## src/shared/mrt_pkg.sv

```systemverilog
// Purpose: constants and types for the monitor result and threshold byte slice
// Assumes: two-wire serial management bus, byte wide register map
// Notes:   every reset value below is zero
package mrt_pkg;
  localparam logic [6:0] DEV_ADDR        = 7'h51;
  localparam logic [7:0] OFF_RX_LOW_HI   = 8'h26;
  localparam logic [7:0] OFF_RX_LOW_LO   = 8'h27;
  localparam logic [7:0] OFF_CHECKSUM    = 8'h5F;
  localparam logic [7:0] OFF_TEMP_HI     = 8'h60;
  localparam logic [7:0] OFF_TEMP_LO     = 8'h61;
  localparam logic [7:0] OFF_VOLT_HI     = 8'h62;
  localparam logic [7:0] OFF_VOLT_LO     = 8'h63;
  localparam logic [7:0] RST_RX_LOW_HI   = 8'h00;
  localparam logic [7:0] RST_RX_LOW_LO   = 8'h00;
  localparam logic [7:0] RST_CHECKSUM    = 8'h00;
  localparam logic [7:0] RST_TEMP_HI     = 8'h00;
  localparam logic [7:0] RST_VOLT_HI     = 8'h00;
  localparam logic [7:0] LO_RESULT_VALUE = 8'h00;
  localparam logic [7:0] UNMAPPED_VALUE  = 8'h00;
  localparam logic [3:0] BITS_PER_BYTE   = 4'h8;
  localparam int unsigned SYNC_DEPTH     = 3;

  typedef enum logic [2:0] {
    ST_IDLE,
    ST_RX,
    ST_ACK,
    ST_TX,
    ST_TXACK
  } mrt_state_e;

  typedef enum logic [1:0] {
    PH_ADDR,
    PH_PTR,
    PH_DATA
  } mrt_phase_e;
endpackage

```

## src/shared/mrt_store_if.sv

```systemverilog
// Purpose: carrier between the bus engine and the byte store
// Assumes: single clock, registered read data
// Notes:   address is the current byte pointer, or the latched write address during a write
`timescale 1ns/1ps
`default_nettype none
interface mrt_store_if;
  logic       wrEn;
  logic [7:0] addr;
  logic [7:0] wrData;
  logic [7:0] rdData;
  logic [7:0] threshHi;
  modport ctrl  (output wrEn, output addr, output wrData, input rdData, input threshHi);
  modport store (input wrEn, input addr, input wrData, output rdData, output threshHi);
endinterface
`default_nettype wire
```

## src/design/mrt_byte_store.sv

```systemverilog
// Purpose: writable threshold and checksum bytes with registered read port
// Assumes: write enable already qualified by access level
// Notes:   checksum is plain storage, never computed here
`timescale 1ns/1ps
`default_nettype none
module mrt_byte_store
  import mrt_pkg::*;
(
  input wire logic   core_clk,
  input wire logic   rst_n,
  mrt_store_if.store bus
);
  typedef struct packed {
    logic [7:0] threshHi;
    logic [7:0] threshLo;
    logic [7:0] checksum;
    logic [7:0] rdData;
  } mrt_store_s;

  localparam mrt_store_s STORE_RST = '{
    threshHi: RST_RX_LOW_HI,
    threshLo: RST_RX_LOW_LO,
    checksum: RST_CHECKSUM,
    rdData:   UNMAPPED_VALUE
  };

  mrt_store_s s_reg;
  mrt_store_s s_next;

  always_comb begin
    s_next = s_reg;
    if (bus.wrEn) begin
      if (bus.addr == OFF_RX_LOW_HI) begin
        s_next.threshHi = bus.wrData;
      end else if (bus.addr == OFF_RX_LOW_LO) begin
        s_next.threshLo = bus.wrData;
      end else if (bus.addr == OFF_CHECKSUM) begin
        s_next.checksum = bus.wrData;
      end
    end
    if (bus.addr == OFF_RX_LOW_HI) begin
      s_next.rdData = s_reg.threshHi;
    end else if (bus.addr == OFF_RX_LOW_LO) begin
      s_next.rdData = s_reg.threshLo;
    end else if (bus.addr == OFF_CHECKSUM) begin
      s_next.rdData = s_reg.checksum;
    end else begin
      s_next.rdData = UNMAPPED_VALUE;
    end
  end

  always_ff @(posedge core_clk or negedge rst_n) begin
    if (!rst_n) begin
      s_reg <= STORE_RST;
    end else begin
      s_reg <= s_next;
    end
  end

  assign bus.rdData   = s_reg.rdData;
  assign bus.threshHi = s_reg.threshHi;
endmodule
`default_nettype wire

```

## src/design/mrt_regs_top.sv

```systemverilog
// Purpose: two-wire slave for the receive low warning, checksum and result bytes
// Assumes: converter delivers result high bytes with a one-cycle valid pulse
// Notes:   password check lives elsewhere; its level arrives on a port
`timescale 1ns/1ps
`default_nettype none
module mrt_regs_top
  import mrt_pkg::*;
(
  input  wire logic       core_clk,
  input  wire logic       rst_n,
  input  wire logic       sclIn,
  input  wire logic       sdaIn,
  output var  logic       sdaOut,
  output var  logic       sdaOe,
  input  wire logic       privilegedPasswordLevel,
  input  wire logic [7:0] receivedPowerResultHi,
  input  wire logic [7:0] tempSample,
  input  wire logic [7:0] voltSample,
  input  wire logic       sampleValid,
  output var  logic       warningFlag
);
  typedef struct packed {
    logic [SYNC_DEPTH-1:0] sclSync;
    logic [SYNC_DEPTH-1:0] sdaSync;
    logic                  sclF;
    logic                  sdaF;
    mrt_state_e            st;
    mrt_phase_e            phase;
    logic [3:0]            bitCnt;
    logic [7:0]            shift;
    logic                  isRead;
    logic [7:0]            ptr;
    logic                  wrEn;
    logic [7:0]            wrData;
    logic [7:0]            wrAddr;
    logic                  oe;
    logic                  out;
    logic                  warn;
    logic [7:0]            tempHi;
    logic [7:0]            voltHi;
  } mrt_core_s;

  localparam mrt_core_s CORE_RST = '{
    sclSync: '1,
    sdaSync: '1,
    sclF:    1'b1,
    sdaF:    1'b1,
    st:      ST_IDLE,
    phase:   PH_ADDR,
    bitCnt:  4'h0,
    shift:   8'h00,
    isRead:  1'b0,
    ptr:     8'h00,
    wrEn:    1'b0,
    wrData:  8'h00,
    wrAddr:  8'h00,
    oe:      1'b0,
    out:     1'b0,
    warn:    1'b0,
    tempHi:  RST_TEMP_HI,
    voltHi:  RST_VOLT_HI
  };

  mrt_core_s   c_reg;
  mrt_core_s   c_next;
  mrt_store_if sif ();

  mrt_byte_store u_store (
    .core_clk (core_clk),
    .rst_n    (rst_n),
    .bus      (sif.store)
  );

  // Store sees the pointer for reads, the latched address for writes
  assign sif.wrEn   = c_reg.wrEn;
  assign sif.wrData = c_reg.wrData;
  assign sif.addr   = c_reg.wrEn ? c_reg.wrAddr : c_reg.ptr;

  logic       sclNew;
  logic       sdaNew;
  logic       sclRise;
  logic       sclFall;
  logic       startSeen;
  logic       stopSeen;
  logic [7:0] rdByte;
  logic       writable;

  // Read mux on the current pointer
  always_comb begin
    if (c_reg.ptr == OFF_TEMP_HI) begin
      rdByte = c_reg.tempHi;
    end else if (c_reg.ptr == OFF_TEMP_LO) begin
      rdByte = LO_RESULT_VALUE;
    end else if (c_reg.ptr == OFF_VOLT_HI) begin
      rdByte = c_reg.voltHi;
    end else if (c_reg.ptr == OFF_VOLT_LO) begin
      rdByte = LO_RESULT_VALUE;
    end else begin
      rdByte = sif.rdData;
    end
  end

  // Result bytes are never writable; checksum only at privileged level
  always_comb begin
    if (c_reg.ptr == OFF_RX_LOW_HI || c_reg.ptr == OFF_RX_LOW_LO) begin
      writable = 1'b1;
    end else if (c_reg.ptr == OFF_CHECKSUM) begin
      writable = privilegedPasswordLevel;
    end else begin
      writable = 1'b0;
    end
  end

  always_comb begin
    c_next    = c_reg;
    sclNew    = c_reg.sclF;
    sdaNew    = c_reg.sdaF;
    sclRise   = 1'b0;
    sclFall   = 1'b0;
    startSeen = 1'b0;
    stopSeen  = 1'b0;

    c_next.sclSync = {c_reg.sclSync[SYNC_DEPTH-2:0], sclIn};
    c_next.sdaSync = {c_reg.sdaSync[SYNC_DEPTH-2:0], sdaIn};
    // Change taken only when second and third stages agree
    if (c_reg.sclSync[1] == c_reg.sclSync[2]) begin
      sclNew = c_reg.sclSync[2];
    end
    if (c_reg.sdaSync[1] == c_reg.sdaSync[2]) begin
      sdaNew = c_reg.sdaSync[2];
    end
    c_next.sclF = sclNew;
    c_next.sdaF = sdaNew;
    sclRise   = sclNew & ~c_reg.sclF;
    sclFall   = ~sclNew & c_reg.sclF;
    startSeen = c_reg.sclF & sclNew & c_reg.sdaF & ~sdaNew;
    stopSeen  = c_reg.sclF & sclNew & ~c_reg.sdaF & sdaNew;

    c_next.wrEn = 1'b0;
    c_next.warn = receivedPowerResultHi < sif.threshHi;
    // Low bytes never enter the compare
    if (sampleValid) begin
      c_next.tempHi = tempSample;
      c_next.voltHi = voltSample;
    end

    if (startSeen) begin
      c_next.st     = ST_RX;
      c_next.phase  = PH_ADDR;
      c_next.bitCnt = 4'h0;
      c_next.oe     = 1'b0;
    end else if (stopSeen) begin
      c_next.st = ST_IDLE;
      c_next.oe = 1'b0;
    end else begin
      case (c_reg.st)
        ST_IDLE: begin
          c_next.oe = 1'b0;
        end
        ST_RX: begin
          if (sclRise) begin
            c_next.shift  = {c_reg.shift[6:0], sdaNew};
            c_next.bitCnt = c_reg.bitCnt + 4'h1;
          end else if (sclFall && c_reg.bitCnt == BITS_PER_BYTE) begin
            c_next.st = ST_ACK;
            c_next.oe = 1'b1;
            if (c_reg.phase == PH_ADDR) begin
              c_next.isRead = c_reg.shift[0];
              if (c_reg.shift[7:1] != DEV_ADDR) begin
                c_next.st = ST_IDLE;
                c_next.oe = 1'b0;
              end
            end else if (c_reg.phase == PH_PTR) begin
              c_next.ptr = c_reg.shift;
            end else begin
              // Ignored writes still get an acknowledge
              c_next.wrEn   = writable;
              c_next.wrAddr = c_reg.ptr;
              c_next.wrData = c_reg.shift;
              c_next.ptr    = c_reg.ptr + 8'h01;
            end
          end
        end
        ST_ACK: begin
          if (sclFall) begin
            c_next.oe = 1'b0;
            if (c_reg.isRead && c_reg.phase == PH_ADDR) begin
              c_next.st     = ST_TX;
              c_next.shift  = rdByte;
              c_next.oe     = ~rdByte[7];
              c_next.bitCnt = 4'h1;
              c_next.ptr    = c_reg.ptr + 8'h01;
            end else begin
              c_next.st     = ST_RX;
              c_next.bitCnt = 4'h0;
              c_next.phase  = (c_reg.phase == PH_ADDR) ? PH_PTR : PH_DATA;
            end
          end
        end
        ST_TX: begin
          if (sclFall) begin
            if (c_reg.bitCnt == BITS_PER_BYTE) begin
              c_next.st = ST_TXACK;
              c_next.oe = 1'b0;
            end else begin
              c_next.oe     = ~c_reg.shift[6];
              c_next.shift  = {c_reg.shift[6:0], 1'b0};
              c_next.bitCnt = c_reg.bitCnt + 4'h1;
            end
          end
        end
        ST_TXACK: begin
          // Master not acknowledging ends the read
          if (sclRise && sdaNew) begin
            c_next.st = ST_IDLE;
          end else if (sclFall) begin
            c_next.st     = ST_TX;
            c_next.shift  = rdByte;
            c_next.oe     = ~rdByte[7];
            c_next.bitCnt = 4'h1;
            c_next.ptr    = c_reg.ptr + 8'h01;
          end
        end
        default: begin
          c_next.st = ST_IDLE;
        end
      endcase
    end
  end

  always_ff @(posedge core_clk or negedge rst_n) begin
    if (!rst_n) begin
      c_reg <= CORE_RST;
    end else begin
      c_reg <= c_next;
    end
  end

  // Open drain: pin only ever pulled low
  assign sdaOut      = c_reg.out;
  assign sdaOe       = c_reg.oe;
  assign warningFlag = c_reg.warn;
endmodule
`default_nettype wire

```

## config.mk

```make
export PLATFORM = sky130hd
export DESIGN_NAME = mrt_regs_top
export DESIGN_NICKNAME = d
export VERILOG_FILES = /design/src/shared/mrt_pkg.sv /design/src/shared/mrt_store_if.sv /design/src/design/mrt_byte_store.sv /design/src/design/mrt_regs_top.sv
export SDC_FILE = /design/constraint.sdc
export NUM_CORES = 1
export LEC_CHECK = 0
export BUFFER_PORTS_ARGS = -buffer_cell sky130_fd_sc_hd__buf_4
export CAP_MARGIN = 10
export CELL_PAD_IN_SITES_DETAIL_PLACEMENT = 1
export CELL_PAD_IN_SITES_GLOBAL_PLACEMENT = 2
export CORE_ASPECT_RATIO = 2
export CORE_UTILIZATION = 37
export DETAILED_ROUTE_END_ITERATION = 7
export GPL_TIMING_DRIVEN = 0
export PLACE_DENSITY = 0.77
export SLEW_MARGIN = 15
export SYNTH_ARGS = -nofsm -noshare
export SYNTH_HDL_FRONTEND = slang
export SYNTH_SLANG_ARGS = --single-unit
```

## constraint.sdc

```tcl
create_clock -name core_clk -period 2.2 [get_ports core_clk]
set_input_delay 0.11 -clock core_clk [delete_from_list [all_inputs] [get_ports core_clk]]
set_output_delay 0.11 -clock core_clk [all_outputs]
set_load 0.005 [all_outputs]
```

### After elaboration in Yosys (flattened, before gate mapping)

Index checks and enable logic that the tools add are counted.

| storage, ports and cells | value |
|---|---|
| register bits after elaboration | 101 |
| bits of input ports | 30 |
| output and inout port bits | 3 |
| logic and storage cells | 175 |

| operators by class | value |
|---|---|
| add/sub/neg operators | 2 |
| order comparisons | 1 |
| equality and inequality tests | 46 |
| multiplexer cells | 62 |
| bitwise gates (word level) | 20 |
| reductions and logical operators | 23 |

Operators by type and width:

| cell | count |
|---|---|
| 2-to-1 mux 8 bit | 14 |
| 2-to-1 mux 17 bit | 4 |
| 2-to-1 mux 12 bit | 5 |
| 2-to-1 mux 27 bit | 2 |
| equality test 8 x 7 -> 1 bit, second input constant | 6 |
| one-hot mux 12 bit (4 select lines) | 1 |
| 2-to-1 mux 40 bit | 1 |
| equality test 8 x 6 -> 1 bit, second input constant | 4 |
| inequality test 4 bit, second input constant | 7 |
| 2-to-1 mux 25 bit | 1 |
| 2-to-1 mux 3 bit | 8 |
| inequality test 2 bit, second input constant | 12 |
| one-hot mux 8 bit (3 select lines) | 1 |
| inequality test 3 bit, second input constant | 7 |
| AND reduction 7 bit | 3 |
| AND reduction 10 bit | 2 |
| 2-to-1 mux 1 bit | 17 |
| one-hot mux 3 bit (5 select lines) | 1 |
| NOT 1 bit | 13 |
| 2-to-1 mux 2 bit | 5 |
| 2-to-1 mux 9 bit | 1 |
| adder 8 x 1 -> 8 bit, second input constant | 1 |
| less-than comparator 8 bit | 1 |
| AND reduction 4 bit | 2 |
| 24 further kinds | 35 |

### Longest topological paths before layout

Gate-level depths: netlist of the first run.

| logic depth | value |
|---|---|
| word-level depth | 11 |
| mapped depth | 9 |
| mapped depth without buffers | 7 |

### Modules after synthesis

Synthesis of the first run repeated with hierarchy kept, for this count alone.

| second synthesis, totals | value |
|---|---|
| cells, all modules | 491 |
| area, all modules | 5425.2 um^2 |

Modules (own cells, without submodules):

| module | times used | cells an instance | area each (um^2) | sequential area each (um^2) |
|---|---|---|---|---|
| mrt_regs_top | 1 | 377 | 3942.5 | 1736.7 |
| mrt_byte_store | 1 | 114 | 1482.7 | 800.8 |

### Worst setup path before layout of the first run

No wires, ideal clock.

| path | value |
|---|---|
| kind | register -> register |
| from | register c_reg[39] (netlist bit) |
| to | register c_reg[45] (netlist bit) |
| setup time | 125 ps |
| arrival time | 2194 ps |
| required time | 2075 ps |
| slack | -118 ps |
| stages on the path, launching flop included | 9 |
| path buffers | 3 |
| period minus slack after synthesis | 2318 ps |
| cells stage by stage | dfrtp_1 buf_6 or3b_1 buf_2 or3_4 buf_6 a22o_1 a221o_1 mux2_2 |

| on the way | value |
|---|---|
| longest elaborated chain between the ends | 8 |
| elaborated cells between the ends (all ways) | 13 |
| classes of those cells | eq/ne: 4; mux: 9 |

Ends and longest elaborated chain:

| element | RTL line | source |
|---|---|---|
| start, declared | mrt_regs_top.sv:64 | `mrt_core_s c_reg;` |
| start signal, assigned | mrt_regs_top.sv:235 | `c_reg <= c_next;` |
| equality test 8 x 7 -> 1 bit | mrt_regs_top.sv:96 | `end else if (c_reg.ptr == OFF_VOLT_LO) begin` |
| 2-to-1 mux 8 bit | mrt_regs_top.sv:96 |  |
| 2-to-1 mux 8 bit | mrt_regs_top.sv:94 | `end else if (c_reg.ptr == OFF_VOLT_HI) begin` |
| 2-to-1 mux 8 bit | mrt_regs_top.sv:92 | `end else if (c_reg.ptr == OFF_TEMP_LO) begin` |
| 2-to-1 mux 8 bit (*) | mrt_regs_top.sv:90 | `if (c_reg.ptr == OFF_TEMP_HI) begin` |
| 2-to-1 mux 12 bit / 2-to-1 mux 8 bit (equally long branches) | mrt_regs_top.sv:216, mrt_regs_top.sv:187 |  |
| 2-to-1 mux 12 bit / 2-to-1 mux 17 bit (equally long branches) | mrt_regs_top.sv:214, mrt_regs_top.sv:185 |  |
| one-hot mux 12 bit (4 select lines) (*) | mrt_regs_top.sv:156 | `case (c_reg.st)` |

Every way passes the cells marked *; elsewhere a longest branch is shown, timed or not. The select of a mux whose other input is x is not followed.
A chain may end at the register's enable or synchronous reset.

### Worst setup path after layout of the first run

| path | value |
|---|---|
| from | register c_reg[38] (netlist bit) |
| to | register c_reg[51] (netlist bit) |

The elaborated chain is that of the path after synthesis.

==> reports/qor.yml, run 1 <==
die:
  dieHeight_um: 168
  ios: 33
  start_util: 0.377
  die-area_um2: 14200
  core-area_um2: 13400
  rows: 60
  dieWidth_um: 84.8
grt:
  track_usage: 0.225
  grt_max_degree: 102
  grt_remaining_overflow: 0
  grt_pass1_wl_mm: 24.3
  grt_pass1_vias: 4580
  antenna_found_initial: 0
clock_network:
  clock-sinks: 101
  cts_tree: "done"
  path_clk_slew_ns: 0.08
  cts_root_buffer: "clkbuf_16"
  cts_made_buffers: 9
  cts_buffer_depth: 2
  h-tree-depth: 3
  clk_latency_ns: 0.36
power_and_ir_drop:
  p_per_area_nw_per_um2: 658
  pwr-share-seq: 0.487
  switching_share: 0.284
  p_switching_w: 0.00119
  clkPwrFrac: 0.392
  power.share.combinational: 0.122
  internal-power_w: 0.00300
  leakagePower_nw: 2.68
  vdd_drop_max_v: 0.000373
  total_power_w: 0.00419
logic_synthesis:
  synth.area.top_cells: "dfrtp_1 46%, mux2_2 12%, dfstp_2 4.1%"
  syn-num-nets: 500
  synthesis.area_um2: 5070
  ys_ff_latch: 101
  yosysTopAreaCellShare: 0.459
  synth_compound_area_frac: 0.161
  seq_area_frac_synth: 0.501
  synth_xor_area_frac: 0.00346
  avgSynthCellArea_um2: 11.1
  synth.most_common_cell: "dfrtp_1"
  ys_types: 66
  yosys.area.top_type: "dfrtp_1"
  netlist_top_cells_count: "93 x dfrtp_1, 55 x mux2_2, 28 x nand2_1, 23 x o21ai_0, 22 x inv_1"
  synth_edf_count: 0
  synth.area.mux_share: 0.126
  synth_top_family_by_area: "compound AO/OA/AOI/OAI gates"
  async_reset_ff_frac: 1.00
  synthAdderAreaFrac: 0.0360
  ys.flop_type: "dfrtp_1"
  yosys_warnings: 0
  yosys.area_share.simple: 0.136
  syn-instance-count: 457
layout:
  num_antenna_cells: 0
  largest_register_ffs: 54
  drive_gt1_frac: 0.338
  fin_area_um2: 6370
  nets: 570
  final_cell_count_no_fill: 687
  synthToLayoutAreaGrowth_pct: 25.7
timing:
  finalSetupViolations: 2
  worst_pin_slew_ns: 0.940
  relSlewSlack: 0.373
  timing.fmax_mhz: 448
  fin_crit_ns: 2.23
  slew_viol_final: 0
  hold_viol_final: 0
  post-route-period-util: 1.01
  skew_ns: 0.0115
  setup-tns-final_ns: -0.0574
  finalWorstSetupSlack_ns: -0.0300
  rsz0062_at_grt: "yes"
  hold_ws_ns: 0.182
placed_design:
  placed_area_um2: 5520
  dp_cells: 643
  portBuffers: 30
  gp_congestion: 0.829
  hpwl_mm: 11.2
route:
  viasPerCell: 6.00
  vias: 4124
  ant_nets: 0
  drc: 0
  wl_mm: 15.2
  dr.pass1.iters: 4
  drtIter0Drc: 116
  wl_per_cell_um: 22.1
status:
  violations: "setup timing"
  status: "finished with violations"
job:
  cap_violations: 0
hold_path:
  hold_path_class: "in -> reg"
worst_setup_path:
  crit_path_end_kind: "flip-flop"
  critPathMaxFanout: 7
  cp.required_ns: 2.44
  start_kind: "flip-flop"
  rrSetupSlack_ns: -0.03
  critPathArrivalTime_ns: 2.47
  path_class: "reg -> reg"
power groups by stage:
stage / Clock [W] / Sequential [W] / Combinational (W)
floorplan: 0 / 0.00203 / 0.000263
global placement: 0 / 0.00207 / 0.000410
detailed placement: 0 / 0.00207 / 0.000425
CTS: 0.00167 / 0.00204 / 0.000484
global route: 0.00172 / 0.00206 / 0.000568
finish: 0.00164 / 0.00204 / 0.000510
worst max-delay path, stage by stage (launching register included):
cell and delay [ns]:
dfrtp_2 0.44, or3b_4 0.44, or3_4 0.40, a22o_1 0.26, a221o_1 0.31, mux2_4 0.26
cells in the final DEF (no fill, tap or decap), types with 6 or more instances in the layout:
master,count
o211ai_1,11
nor2_1,15
a21oi_1,10
inv_1,21
mux2_2,52
dlygate4sd3_1,19
o21ai_0,23
nand2_1,25
dfrtp_1,88
o31ai_1,9
clkbuf_1,7
a22o_1,7
nand4_1,20
ha_1,11
buf_4,46
nand3_1,9
nand2b_1,6
clkbuf_16,9
dfstp_2,8
nor3_1,6
final timing paths:
path	start	to	depth (start not counted)
min reg2reg	c_next[68]$_DFF_PN1_	c_next[69]$_DFF_PN1_	0
max reg2reg	c_reg[38]$_DFFE_PN0P_	c_reg[51]$_DFFE_PN0P_	5
max	c_reg[38]$_DFFE_PN0P_	c_reg[51]$_DFFE_PN0P_	5
max in group asynchronous	rst_n	c_reg[40]$_DFFE_PN0P_	2
min	privilegedPasswordLevel	sif.wrEn$_DFF_PN0_	4
min in group asynchronous	rst_n	c_reg[26]$_DFFE_PN0P_	2
timing repair:
action / in CTS / in global routing
cloned: 0 / 0
hold buffers: 19 / 0
setup endpoints to repair: 69 / 64
setup buffers: 7 / 9
hold endpoints to repair: 111 / 0
gates resized for setup: 41 / 26
pin swaps: 11 / 11
layer usage:
| metal | vias to the layer above | GRT usage | wire [µm] |
|---|---|---|---|
| li1 | 1867 | - | - |
| met1 | 2133 | 0.216 | 5190 |
| met2 | 85 | 0.446 | 9070 |
| met3 | 39 | 0.0291 | 302 |
| met4 | 0 | 0.124 | 600 |
| met5 | - | 0 | 0 |
final cells by class:
type	instances	area [µm²]
plain buffers	15	77.6
clock buffers	9	225
clock inverters	7	86.3
fillers	1443	7070
inverters	22	87.6
multi-input cells	312	2590
flip-flops and latches	101	2540
well taps	155	194
repair buffers	66	559
through the flow:
stage	setup slack (ns)	util
global placement	-1.08	0.409
floorplan	-0.107	-
detailed placement	-0.518	0.410
CTS	-0.134	0.464
finish	-0.0300	0.474
global route	-0.101	0.474
cell families (layout without fill, tap and decap cells):
group / Yosys count / count (layout)
simple gates: 126 / 126
flops: 101 / 101
compound gates: 111 / 111
fa+ha+maj: 15 / 15
buf+inv: 44 / 119
other cells: 1 / 1
mux: 57 / 57
xor+xnor: 2 / 2
(Power assumes the default switching activity.)
==> run 2: changes to the inputs <==
--- a/config.mk
+++ b/config.mk
@@ -15,2 +15,4 @@
 export GPL_TIMING_DRIVEN = 0
+export HOLD_SLACK_MARGIN = 0.02
+export MAX_ROUTING_LAYER = met4
 export PLACE_DENSITY = 0.77
--- a/constraint.sdc
+++ b/constraint.sdc
@@ -3,2 +3,2 @@
 set_output_delay 0.11 -clock core_clk [all_outputs]
-set_load 0.005 [all_outputs]
+set_load 0.05 [all_outputs]
==> run 2 against run 1 <==
Effect of this change: largest cell class unchanged; count of clock-buffer cells in the layout unchanged; clock skew hardly changed; critical path depth unchanged; die area unchanged; utilization fell by 0.12 points; setup slack worse by 0.0013 ns; routed wire length shrank 0.24%; critical endpoint unchanged; the run still ends with setup timing left; register-to-register slack about the same.
==> reports/qor.yml, run 2 (synthesis results as in run 1) <==
grt:
  grt_pass1_vias: 4572
  grt_pass1_wl_mm: 24.3
  track_usage: 0.232
  grt_remaining_overflow: 0
  grt_max_degree: 102
  antenna_found_initial: 0
layout:
  final_common_cell: "dfrtp_1"
  num_antenna_cells: 0
  multi_input_area_um2: 2580
  nets: 570
  final_cell_count_no_fill: 687
  final_cell_mix: "88 x dfrtp_1, 52 x mux2_2, 46 x buf_4, 25 x nand2_1, 23 x o21ai_0"
  fin_area_um2: 6350
  synthToLayoutAreaGrowth_pct: 25.3
  largest_register_ffs: 54
  drive_gt1_frac: 0.335
  n_fill_cell: 1445
  utilization: 0.473
  seqCellArea_um2: 2540
route:
  wl_mm: 15.1
  ant_nets: 0
  vias: 4147
  drc: 0
  wl_per_cell_um: 22.0
  viasPerCell: 6.04
  dr.pass1.iters: 4
  drtIter0Drc: 133
die:
  dieHeight_um: 168
  start_util: 0.377
  core-area_um2: 13400
  dieWidth_um: 84.8
  rows: 60
  die-area_um2: 14200
  ios: 33
worst_setup_path:
  critPathArrivalTime_ns: 2.47
  cp.depth: 5
  rr_worst_depth: 5
  r2r-start: "c_reg[38]$_DFFE_PN0P_"
  worstPathCellList: "or3b_4, or3_4, a22o_1, a221o_1, mux2_4"
  crit_path_end_kind: "flip-flop"
  critPathMaxFanout: 7
  start_kind: "flip-flop"
  cp.required_ns: 2.44
  rr_endpoint: "c_reg[51]$_DFFE_PN0P_"
  slowest_stage: "dfrtp_2"
  rrSetupSlack_ns: -0.03
  path_class: "reg -> reg"
  max_stage_delay_ns: 0.44
  critPathBufInv: 0
  cpLargestDelayFamily: "simple AND/OR/NAND/NOR gates"
job:
  cap_violations: 0
timing:
  finalSetupViolations: 2
  relSlewSlack: 0.366
  post-route-period-util: 1.01
  finalWorstSetupSlack_ns: -0.0312
  skew_ns: 0.0112
  slew_viol_final: 0
  hold_viol_final: 0
  fin_crit_ns: 2.23
  timing.fmax_mhz: 448
  worst_pin_slew_ns: 0.951
  rsz0062_at_grt: "yes"
  hold_ws_ns: 0.180
placed_design:
  placed_area_um2: 5520
  portBuffers: 30
  hpwl_mm: 11.2
  gp_congestion: 0.842
  dp_cells: 643
power_and_ir_drop:
  vdd_drop_max_v: 0.000373
  p_per_area_nw_per_um2: 661
  leakagePower_nw: 2.68
clock_network:
  clk_latency_ns: 0.35
  cts_root_buffer: "clkbuf_16"
  path_clk_slew_ns: 0.08
  h-tree-depth: 3
  cts_tree: "done"
  cts_made_buffers: 9
  clock-sinks: 101
  cts_buffer_depth: 2
status:
  violations: "setup timing"
  status: "finished with violations"
hold_path:
  min_delay_path_depth: 4
  min_from: "privilegedPasswordLevel"
  hold_path_class: "in -> reg"
  worstHoldEndpoint: "sif.wrEn$_DFF_PN0_"
-- run 2: cell types whose count changed in the layout (fill, tap and decap cells not counted) --
cell	change
a211oi_2	+1
a211oi_4	-1
ha_1	+1
ha_2	-1
o22ai_1	+1
o22ai_2	-1
-- run 2: per-layer routing --
metal	routed length (µm)	GRT usage	vias up
met3	291	0.0286	52
met2	8900	0.445	94
li1	-	-	1865
met4	708	0.124	0
met5	0	-	-
met1	5230	0.218	2136
-- run 2: layout make-up --
| cell class | count | area share |
|---|---|---|
| clock buffer | 9 | 0.0355 |
| multi-input combinational | 312 | 0.406 |
| inverter | 22 | 0.0138 |
| sequential | 101 | 0.401 |
| tap | 155 | 0.0305 |
| timing repair buffer | 66 | 0.0881 |
| buffer | 15 | 0.0122 |
| clock inverter | 7 | 0.0136 |
-- run 2: how the worst max path moves through the flow --
stage	end	from
2_1_floorplan	c_reg[45]$_DFFE_PN0P_	c_reg[39]$_DFFE_PN0P_
3_3_place_gp	c_reg[39]$_DFFE_PN0P_	c_reg[53]$_DFFE_PN0P_
3_5_place_dp	c_reg[41]$_DFFE_PN0P_	c_reg[53]$_DFFE_PN0P_
4_1_cts	c_reg[51]$_DFFE_PN0P_	c_reg[39]$_DFFE_PN0P_
5_1_grt	c_reg[45]$_DFFE_PN0P_	c_reg[39]$_DFFE_PN0P_
6_report	c_reg[51]$_DFFE_PN0P_	c_reg[38]$_DFFE_PN0P_
-- run 2: timing repair --
| action | in CTS | in global routing |
|---|---|---|
| resized for setup | 41 | 23 |
| cloned | 0 | 0 |
| buffers inserted | 7 | 9 |
| hold buffers | 19 | 0 |
| endpoints found under the hold margin | 111 | 0 |
| pin swaps | 11 | 11 |
| setup endpoints to repair | 69 | 63 |
-- run 2: stage by stage --
stage | setup TNS [ns] | total power [W] | setup slack, ns
5_1_grt | -0.363 | 0.00435 | -0.102
2_1_floorplan | -0.332 | 0.00230 | -0.107
6_report | -0.0597 | 0.00420 | -0.0312
3_5_place_dp | -21.58 | 0.00251 | -0.518
4_1_cts | -0.793 | 0.00420 | -0.134
3_3_place_gp | -24.49 | 0.00249 | -1.08
-- run 2: report_power, final --
part | switching [W] | total, W | leakage, nW | internal (W)
clock | 0.000825 | 0.00164 | 0.151 | 0.000818
sequential | 0.0000951 | 0.00204 | 1.33 | 0.00194
combinational | 0.000279 | 0.000514 | 1.19 | 0.000235
-- run 2: tightest hold or removal path: stages --
cell and delay, ns:
buf_4 0.08, and4b_1 0.18, nor2_1 0.06, nor2_1 0.07
